<file path="src/iebf_pkg.sv">
package iebf_pkg;
	// ------------------------------------------------------------
	// register map
	// ------------------------------------------------------------
	localparam int            ADDR_W          = 4;
	localparam int            DATA_W          = 16;
	localparam int            NUM_SRC         = 6;
	localparam logic [3:0]    ADDR_ENABLE     = 4'h0;  // enable register
	localparam logic [3:0]    ADDR_FLAG       = 4'h1;  // source flags, write one to clear
	localparam logic [3:0]    ADDR_MASK       = 4'h2;  // mask for the interrupt output
	localparam logic [3:0]    ADDR_PENDING    = 4'h3;  // flag and enable, read only
	localparam logic [15:0]   ENABLE_RESET    = 16'h0000;
	localparam logic [15:0]   IMPL_MASK       = 16'h007e;  // bits 6..1
	localparam int            SRC_LSB         = 1;      // first implemented bit
	localparam int            BIT_CAN_TX      = 6;
	localparam int            BIT_DMA_CH7     = 5;
	localparam int            BIT_DMA_CH6     = 4;
	localparam int            BIT_CRC_GEN     = 3;
	localparam int            BIT_UART_B_ERR  = 2;
	localparam int            BIT_UART_A_ERR  = 1;
endpackage

</file>
<file path="src/iebf_gate_if.sv">
`timescale 1ns/1ps
interface iebf_gate_if;
	logic [5:0] enable;
	logic [5:0] flag;
	logic [5:0] request;
	logic       can_present;
	modport ctl (output enable, output flag, output can_present, input request);
	modport gate (input enable, input flag, input can_present, output request);
endinterface

</file>
<file path="src/iebf_gate.sv">
`timescale 1ns/1ps
// forwards each source only when flag and enable are both set
module iebf_gate (
	iebf_gate_if.gate g
);
	genvar i;
	generate
		for (i = 0; i < 6; i++) begin : g_src
			// network source held off on parts without the network module
			if (i == iebf_pkg::BIT_CAN_TX - iebf_pkg::SRC_LSB) begin : g_can
				assign g.request[i] = g.flag[i] & g.enable[i] & g.can_present;
			end else begin : g_other
				assign g.request[i] = g.flag[i] & g.enable[i];
			end
		end
	endgenerate
endmodule

</file>
<file path="src/iebf_top.sv">
`timescale 1ns/1ps
// Notes on behaviour
// - bits 15..7 and bit 0 ignore writes and read zero
// - bit 6 gates the network transmit request, resets to zero
// - bit 5 gates DMA channel 7 transfer complete, resets to zero
// - bit 4 gates DMA channel 6 transfer complete, resets to zero
// - bit 3 gates the CRC generator request, resets to zero
// - bit 2 gates the second UART error request, resets to zero
// - bit 1 gates the first UART error request, resets to zero
// - without the network module its source stays blocked regardless of enable
module iebf_top #(
	parameter bit CAN_PRESENT = 1'b1
) (
	input  wire logic        clk,
	input  wire logic        srst,
	input  wire logic        ce,
	input  wire logic [3:0]  addr,
	input  wire logic [15:0] wdata,
	input  wire logic        wr,
	input  wire logic        rd,
	input  wire logic [5:0]  src_event,
	output logic      [15:0] rdata,
	output logic      [5:0]  irq_request,
	output logic             irq
);
	// ------------------------------------------------------------
	// decode
	// ------------------------------------------------------------
	logic [15:0] enable_ff;
	logic [5:0]  flag_ff;
	logic [5:0]  mask_ff;
	logic [15:0] rdata_ff;
	logic [5:0]  req_ff;
	logic        irq_ff;
	logic [5:0]  gated;
	logic [15:0] nxt_enable;
	logic [5:0]  nxt_flag;
	logic [15:0] nxt_rdata;
	// limitations a user must know:
	//   an event that arrives while ce is low is lost, not queued
	//   irq and irq_request are registered from the same gated word
	//   the network source stays off for good when CAN_PRESENT is zero
	// register map, every field sits in bits 6..1 of the word:
	//   offset 0  enable, read/write, clears on reset
	//   offset 1  source flags, write one to clear, an event wins
	//   offset 2  mask for the summary interrupt, read/write
	//   offset 3  pending, flag and enable together, read only
	//   others    read zero, writes ignored
	// bit 6 network transmit request, bit 5 dma channel 7 done,
	// bit 4 dma channel 6 done, bit 3 crc generator,
	// bit 2 second uart error, bit 1 first uart error
	// network source lane held low on parts without the module
	wire [5:0] can_keep = {CAN_PRESENT, 5'h1f};
	// write strobes for each writable register and the clear word for the flags
	wire wr_en   = wr & (addr == iebf_pkg::ADDR_ENABLE);
	wire wr_flag = wr & (addr == iebf_pkg::ADDR_FLAG);
	wire wr_mask = wr & (addr == iebf_pkg::ADDR_MASK);
	wire [5:0] clr = wr_flag ? wdata[6:1] : 6'h00;
	wire [15:0] pend16 = {9'h000, gated, 1'b0};

	// unimplemented bits dropped on write
	assign nxt_enable = wr_en ? (wdata & iebf_pkg::IMPL_MASK) : enable_ff;
	// set beats clear
	assign nxt_flag = (flag_ff & ~clr) | src_event;

	// read mux, unmapped reads zero
	always_comb begin
		case (addr)
			iebf_pkg::ADDR_ENABLE:  nxt_rdata = enable_ff & iebf_pkg::IMPL_MASK;
			iebf_pkg::ADDR_FLAG:    nxt_rdata = {9'h000, flag_ff, 1'b0};
			iebf_pkg::ADDR_MASK:    nxt_rdata = {9'h000, mask_ff, 1'b0};
			iebf_pkg::ADDR_PENDING: nxt_rdata = pend16;
			default:                nxt_rdata = 16'h0000;
		endcase
	end

	// ------------------------------------------------------------
	// gating
	// ------------------------------------------------------------
	// the gate module sees only the six implemented lanes; lane 0 is
	// register bit 1, so every index here is one below the register bit
	iebf_gate_if gi ();
	assign gi.enable      = enable_ff[6:1];
	assign gi.flag        = flag_ff;
	assign gi.can_present = CAN_PRESENT;
	assign gated          = gi.request;
	iebf_gate u_gate (
		.g (gi.gate)
	);

	// ------------------------------------------------------------
	// registers
	// ------------------------------------------------------------
	// enable register, only bits 6..1 can ever hold a one
	always_ff @(posedge clk) begin
		if (srst) begin
			enable_ff <= iebf_pkg::ENABLE_RESET;
		end else if (ce) begin
			enable_ff <= nxt_enable;
		end
	end

	// source flags, an event in the clearing cycle keeps its flag
	always_ff @(posedge clk) begin
		if (srst) begin
			flag_ff <= 6'h00;
		end else if (ce) begin
			flag_ff <= nxt_flag;
		end
	end

	// mask for the summary interrupt output
	always_ff @(posedge clk) begin
		if (srst) begin
			mask_ff <= 6'h00;
		end else if (ce && wr_mask) begin
			mask_ff <= wdata[6:1];
		end
	end

	// read data stands for one cycle after the strobe, zero otherwise
	always_ff @(posedge clk) begin
		if (srst) begin
			rdata_ff <= 16'h0000;
		end else if (ce) begin
			rdata_ff <= rd ? nxt_rdata : 16'h0000;
		end
	end

	// forwarded requests and the summary interrupt
	always_ff @(posedge clk) begin
		if (srst) begin
			req_ff <= 6'h00;
			irq_ff <= 1'b0;
		end else if (ce) begin
			req_ff <= gated;
			irq_ff <= |(gated & mask_ff);
		end
	end

	assign rdata       = rdata_ff;
	assign irq_request = req_ff;
	assign irq         = irq_ff;

	// unimplemented enable bits stay zero after any write
	for (genvar u = 0; u < 16; u++) begin : g_unimpl
		if (iebf_pkg::IMPL_MASK[u] == 1'b0) begin : g_bit

		end
	end

	// per source: enable gates forwarding, flags set and clear per lane
	for (genvar k = 0; k < 6; k++) begin : g_src_chk

	end
endmodule

</file>
<file path="config.mk">
export PLATFORM = sky130hd
export DESIGN_NAME = iebf_top
export DESIGN_NICKNAME = d
export VERILOG_FILES = /design/src/iebf_pkg.sv /design/src/iebf_gate_if.sv /design/src/iebf_gate.sv /design/src/iebf_top.sv
export SDC_FILE = /design/constraint.sdc
export NUM_CORES = 1
export LEC_CHECK = 0
export ABC_AREA = 1
export BUFFER_PORTS_ARGS = -buffer_cell sky130_fd_sc_hd__buf_4
export CAP_MARGIN = 20
export CELL_PAD_IN_SITES_DETAIL_PLACEMENT = 1
export CELL_PAD_IN_SITES_GLOBAL_PLACEMENT = 2
export CORE_ASPECT_RATIO = 0.6
export CORE_MARGIN = 2
export CORE_UTILIZATION = 25
export DETAILED_ROUTE_END_ITERATION = 6
export GPL_TIMING_DRIVEN = 0
export PLACE_DENSITY_LB_ADDON = 0.1
export SETUP_SLACK_MARGIN = 0.2
export SLEW_MARGIN = 15
export SYNTH_ARGS = -nofsm -noshare
export SYNTH_HDL_FRONTEND = slang
export SYNTH_SLANG_ARGS = --single-unit
</file>
<file path="constraint.sdc">
create_clock -name clk -period 1.2 [get_ports clk]
set_input_delay 0.24 -clock clk [delete_from_list [all_inputs] [get_ports clk]]
set_output_delay 0.24 -clock clk [all_outputs]
set_load 0.02 [all_outputs]
</file>
==> flow_metrics.tcl <==
set metrics [dict create \
    nFillCells 749 \
    gp_congestion 0.7509 \
    final_cell_mix "nand2_1 (40), buf_4 (38), a21oi_1 (32)" \
    area_growth_pct 44.07 \
    ctsHoldBuffers 0 \
    drc 0 \
    cts_tree "built" \
    run_status "finished, final reports clean" \
    synth_area_leaders "dfxtp_1 (41%), nand2_1 (11%), a21oi_1 (11%)" \
    fin_crit_sh_pct 82.43 \
    coreArea_um2 5728 \
    final_common_cell "nand2_1" \
    wl_met3_um 227 \
    cp_max_fo 2 \
    fp.dieW_um 104.6 \
    total_power_mw 2.288 \
    drv_cap 0 \
    power_leakage_nw 0.9520 \
    synthCells 207 \
    overflow 0 \
    start_util_pct 26.52 \
    clkLatencyLatePin_ns 0.29 \
    pre_cts_slack_ns -0.1945 \
    irDropWorstVdd_mv 0.3579 \
    netlist_area_um2 1519 \
    dr.max_layer_used "met4" \
    synth_top_area_share_pct 40.86 \
    maxSlewViolCount 0 \
    endpoint_kind "output port" \
    dr.pass1.iters 4 \
    die_height_um 64.38 \
    wl_met2_um 2125 \
    synth-seq-cells 31 \
    wl_met1_um 2696 \
    path_cells "buf_6" \
    post-route-cell-area_um2 2188 \
    grt_pass1_vias 1547 \
    antenna_found_initial 0 \
    pin_count 54 \
    grt_setup_unrepaired "yes" \
    nets 298 \
    cts_root_buffer "clkbuf_8" \
    hp-class "input port to flop" \
    tightest_slew_ns 0.5461 \
    htreeDepth 2 \
    dieArea_um2 6736 \
    cts_buffers 5 \
    drtAntennaViolNets 0 \
    instances_no_fill 347 \
    worst_slack_ns 0.2109 \
    clock_skew_ns 0.003330 \
    start_kind "flop" \
    finalSetupViolations 0 \
    first_iter_violations 33 \
    grt_max_degree 11 \
    dpl.hpwl_um 3768 \
    holdWs_ns 0.1168 \
    cp_num_buf_inv 1 \
    synth_seq_area_share_pct 40.86 \
    slew_headroom_pct 63.60 \
    portBuffers 33 \
    drive_gt1_share_pct 40.07 \
    dp.cells 329 \
    vias 1548 \
    path_class "flop to output port" \
    critical_path_required_ns 0.96 \
    crit_family "flip-flops" \
    cts.sinks 31 \
    fmax_ghz 1.011 \
    place_area_um2 1901 \
    routed_wl_um 5142 \
    synth_cell_types 20 \
    grt_pass1_wl_um 7997 \
    min_period_ns 0.9891 \
    synth.avg_cell_area_um2 7.338 \
    slowest_stage "dfxtp_1" \
    row_count 21 \
    via_per_inst 4.461 \
    regArea_um2 650.6 \
    multi_input_area_um2 760.7 \
    yosysTopAreaCell "dfxtp_1" \
    n_antenna_cell 0 \
    wire_per_inst_um 14.82 \
    clk_pin_slew_ns 0.07 \
    hold_violations 0 \
    yosysWarnings 0 \
    track_usage_pct 15.86 \
    clockBufferDepth 2 \
    arrival_ns 0.75 \
    rrSetupSlack_ns 0.24 \
    power_density_nw_per_um2 1045 \
    crit_path_max_incr_delay_ns 0.34 \
]
state kept, by name, summed over array words and instances (netlist names):
register	cells
enable_ff	6
irq	1
rdata	6
flag_ff	6
mask_ff	6
irq_request	6
logic make-up after synthesis:
group	share of synthesized area, %
AOI/OAI and AO/OA	19.93
other	0.2469
and+or+nand+nor	25.37
DFF	40.86
buffers and inverters	13.59
cell usage after synthesis, drive strengths merged:
cell type	instances
clkbuf	4
o21ai	26
o22ai	2
dfxtp	31
a21oi	32
and3	1
inv	19
nor2	6
nand2	45
conb	1
buf	14
nand3	21
nand3b	5
timing repair:
action | in CTS | in global routing
buffers inserted | 3 | 7
resized for setup | 26 | 26
endpoints found under the setup margin | 36 | 27
cloned | 1 | 0
pin swaps | 1 | 10
report_power, final:
part | total, mW | internal, mW | switching (mW)
Clock | 0.848 | 0.449 | 0.399
Sequential | 1.09 | 1.06 | 0.0255
Combinational | 0.349 | 0.153 | 0.195
Total | 2.29 | 1.67 | 0.620
area by class of cell:
| class | count | area share, % |
|---|---|---|
| multi-input cells | 149 | 34.76 |
| flip-flops and latches | 31 | 29.73 |
| repair buffers | 43 | 17.32 |
| plain buffers | 18 | 6.346 |
| well taps | 80 | 4.574 |
| clock buffers | 6 | 3.774 |
| inverters | 19 | 3.259 |
| clock inverters | 1 | 0.2287 |
stage by stage:
| stage | utilization [%] | TNS, ns |
|---|---|---|
| floorplan | - | 0 |
| global placement | 33.18 | -4.336 |
| detailed placement | 33.18 | -4.208 |
| CTS | 36.37 | 0 |
| global route | 38.20 | 0 |
| finish | 38.20 | 0 |
path summary, 6_finish.rpt:
| kind | startpoint | to | depth (start not counted) |
|---|---|---|---|
| hold reg to reg | enable_ff[3] | enable_ff[3] | 2 |
| setup reg to reg | flag_ff[4] | rdata[5] | 5 |
| hold / removal | srst | rdata[3] | 2 |
| setup / recovery | rdata[2] | rdata[2] | 1 |
routing by layer:
layer,vias up,GRT usage (%)
met2,37,23.12
met5,-,0
met1,714,22.13
met3,8,3.776
met4,0,7.000
li1,789,-
(Power assumes the default switching activity.)
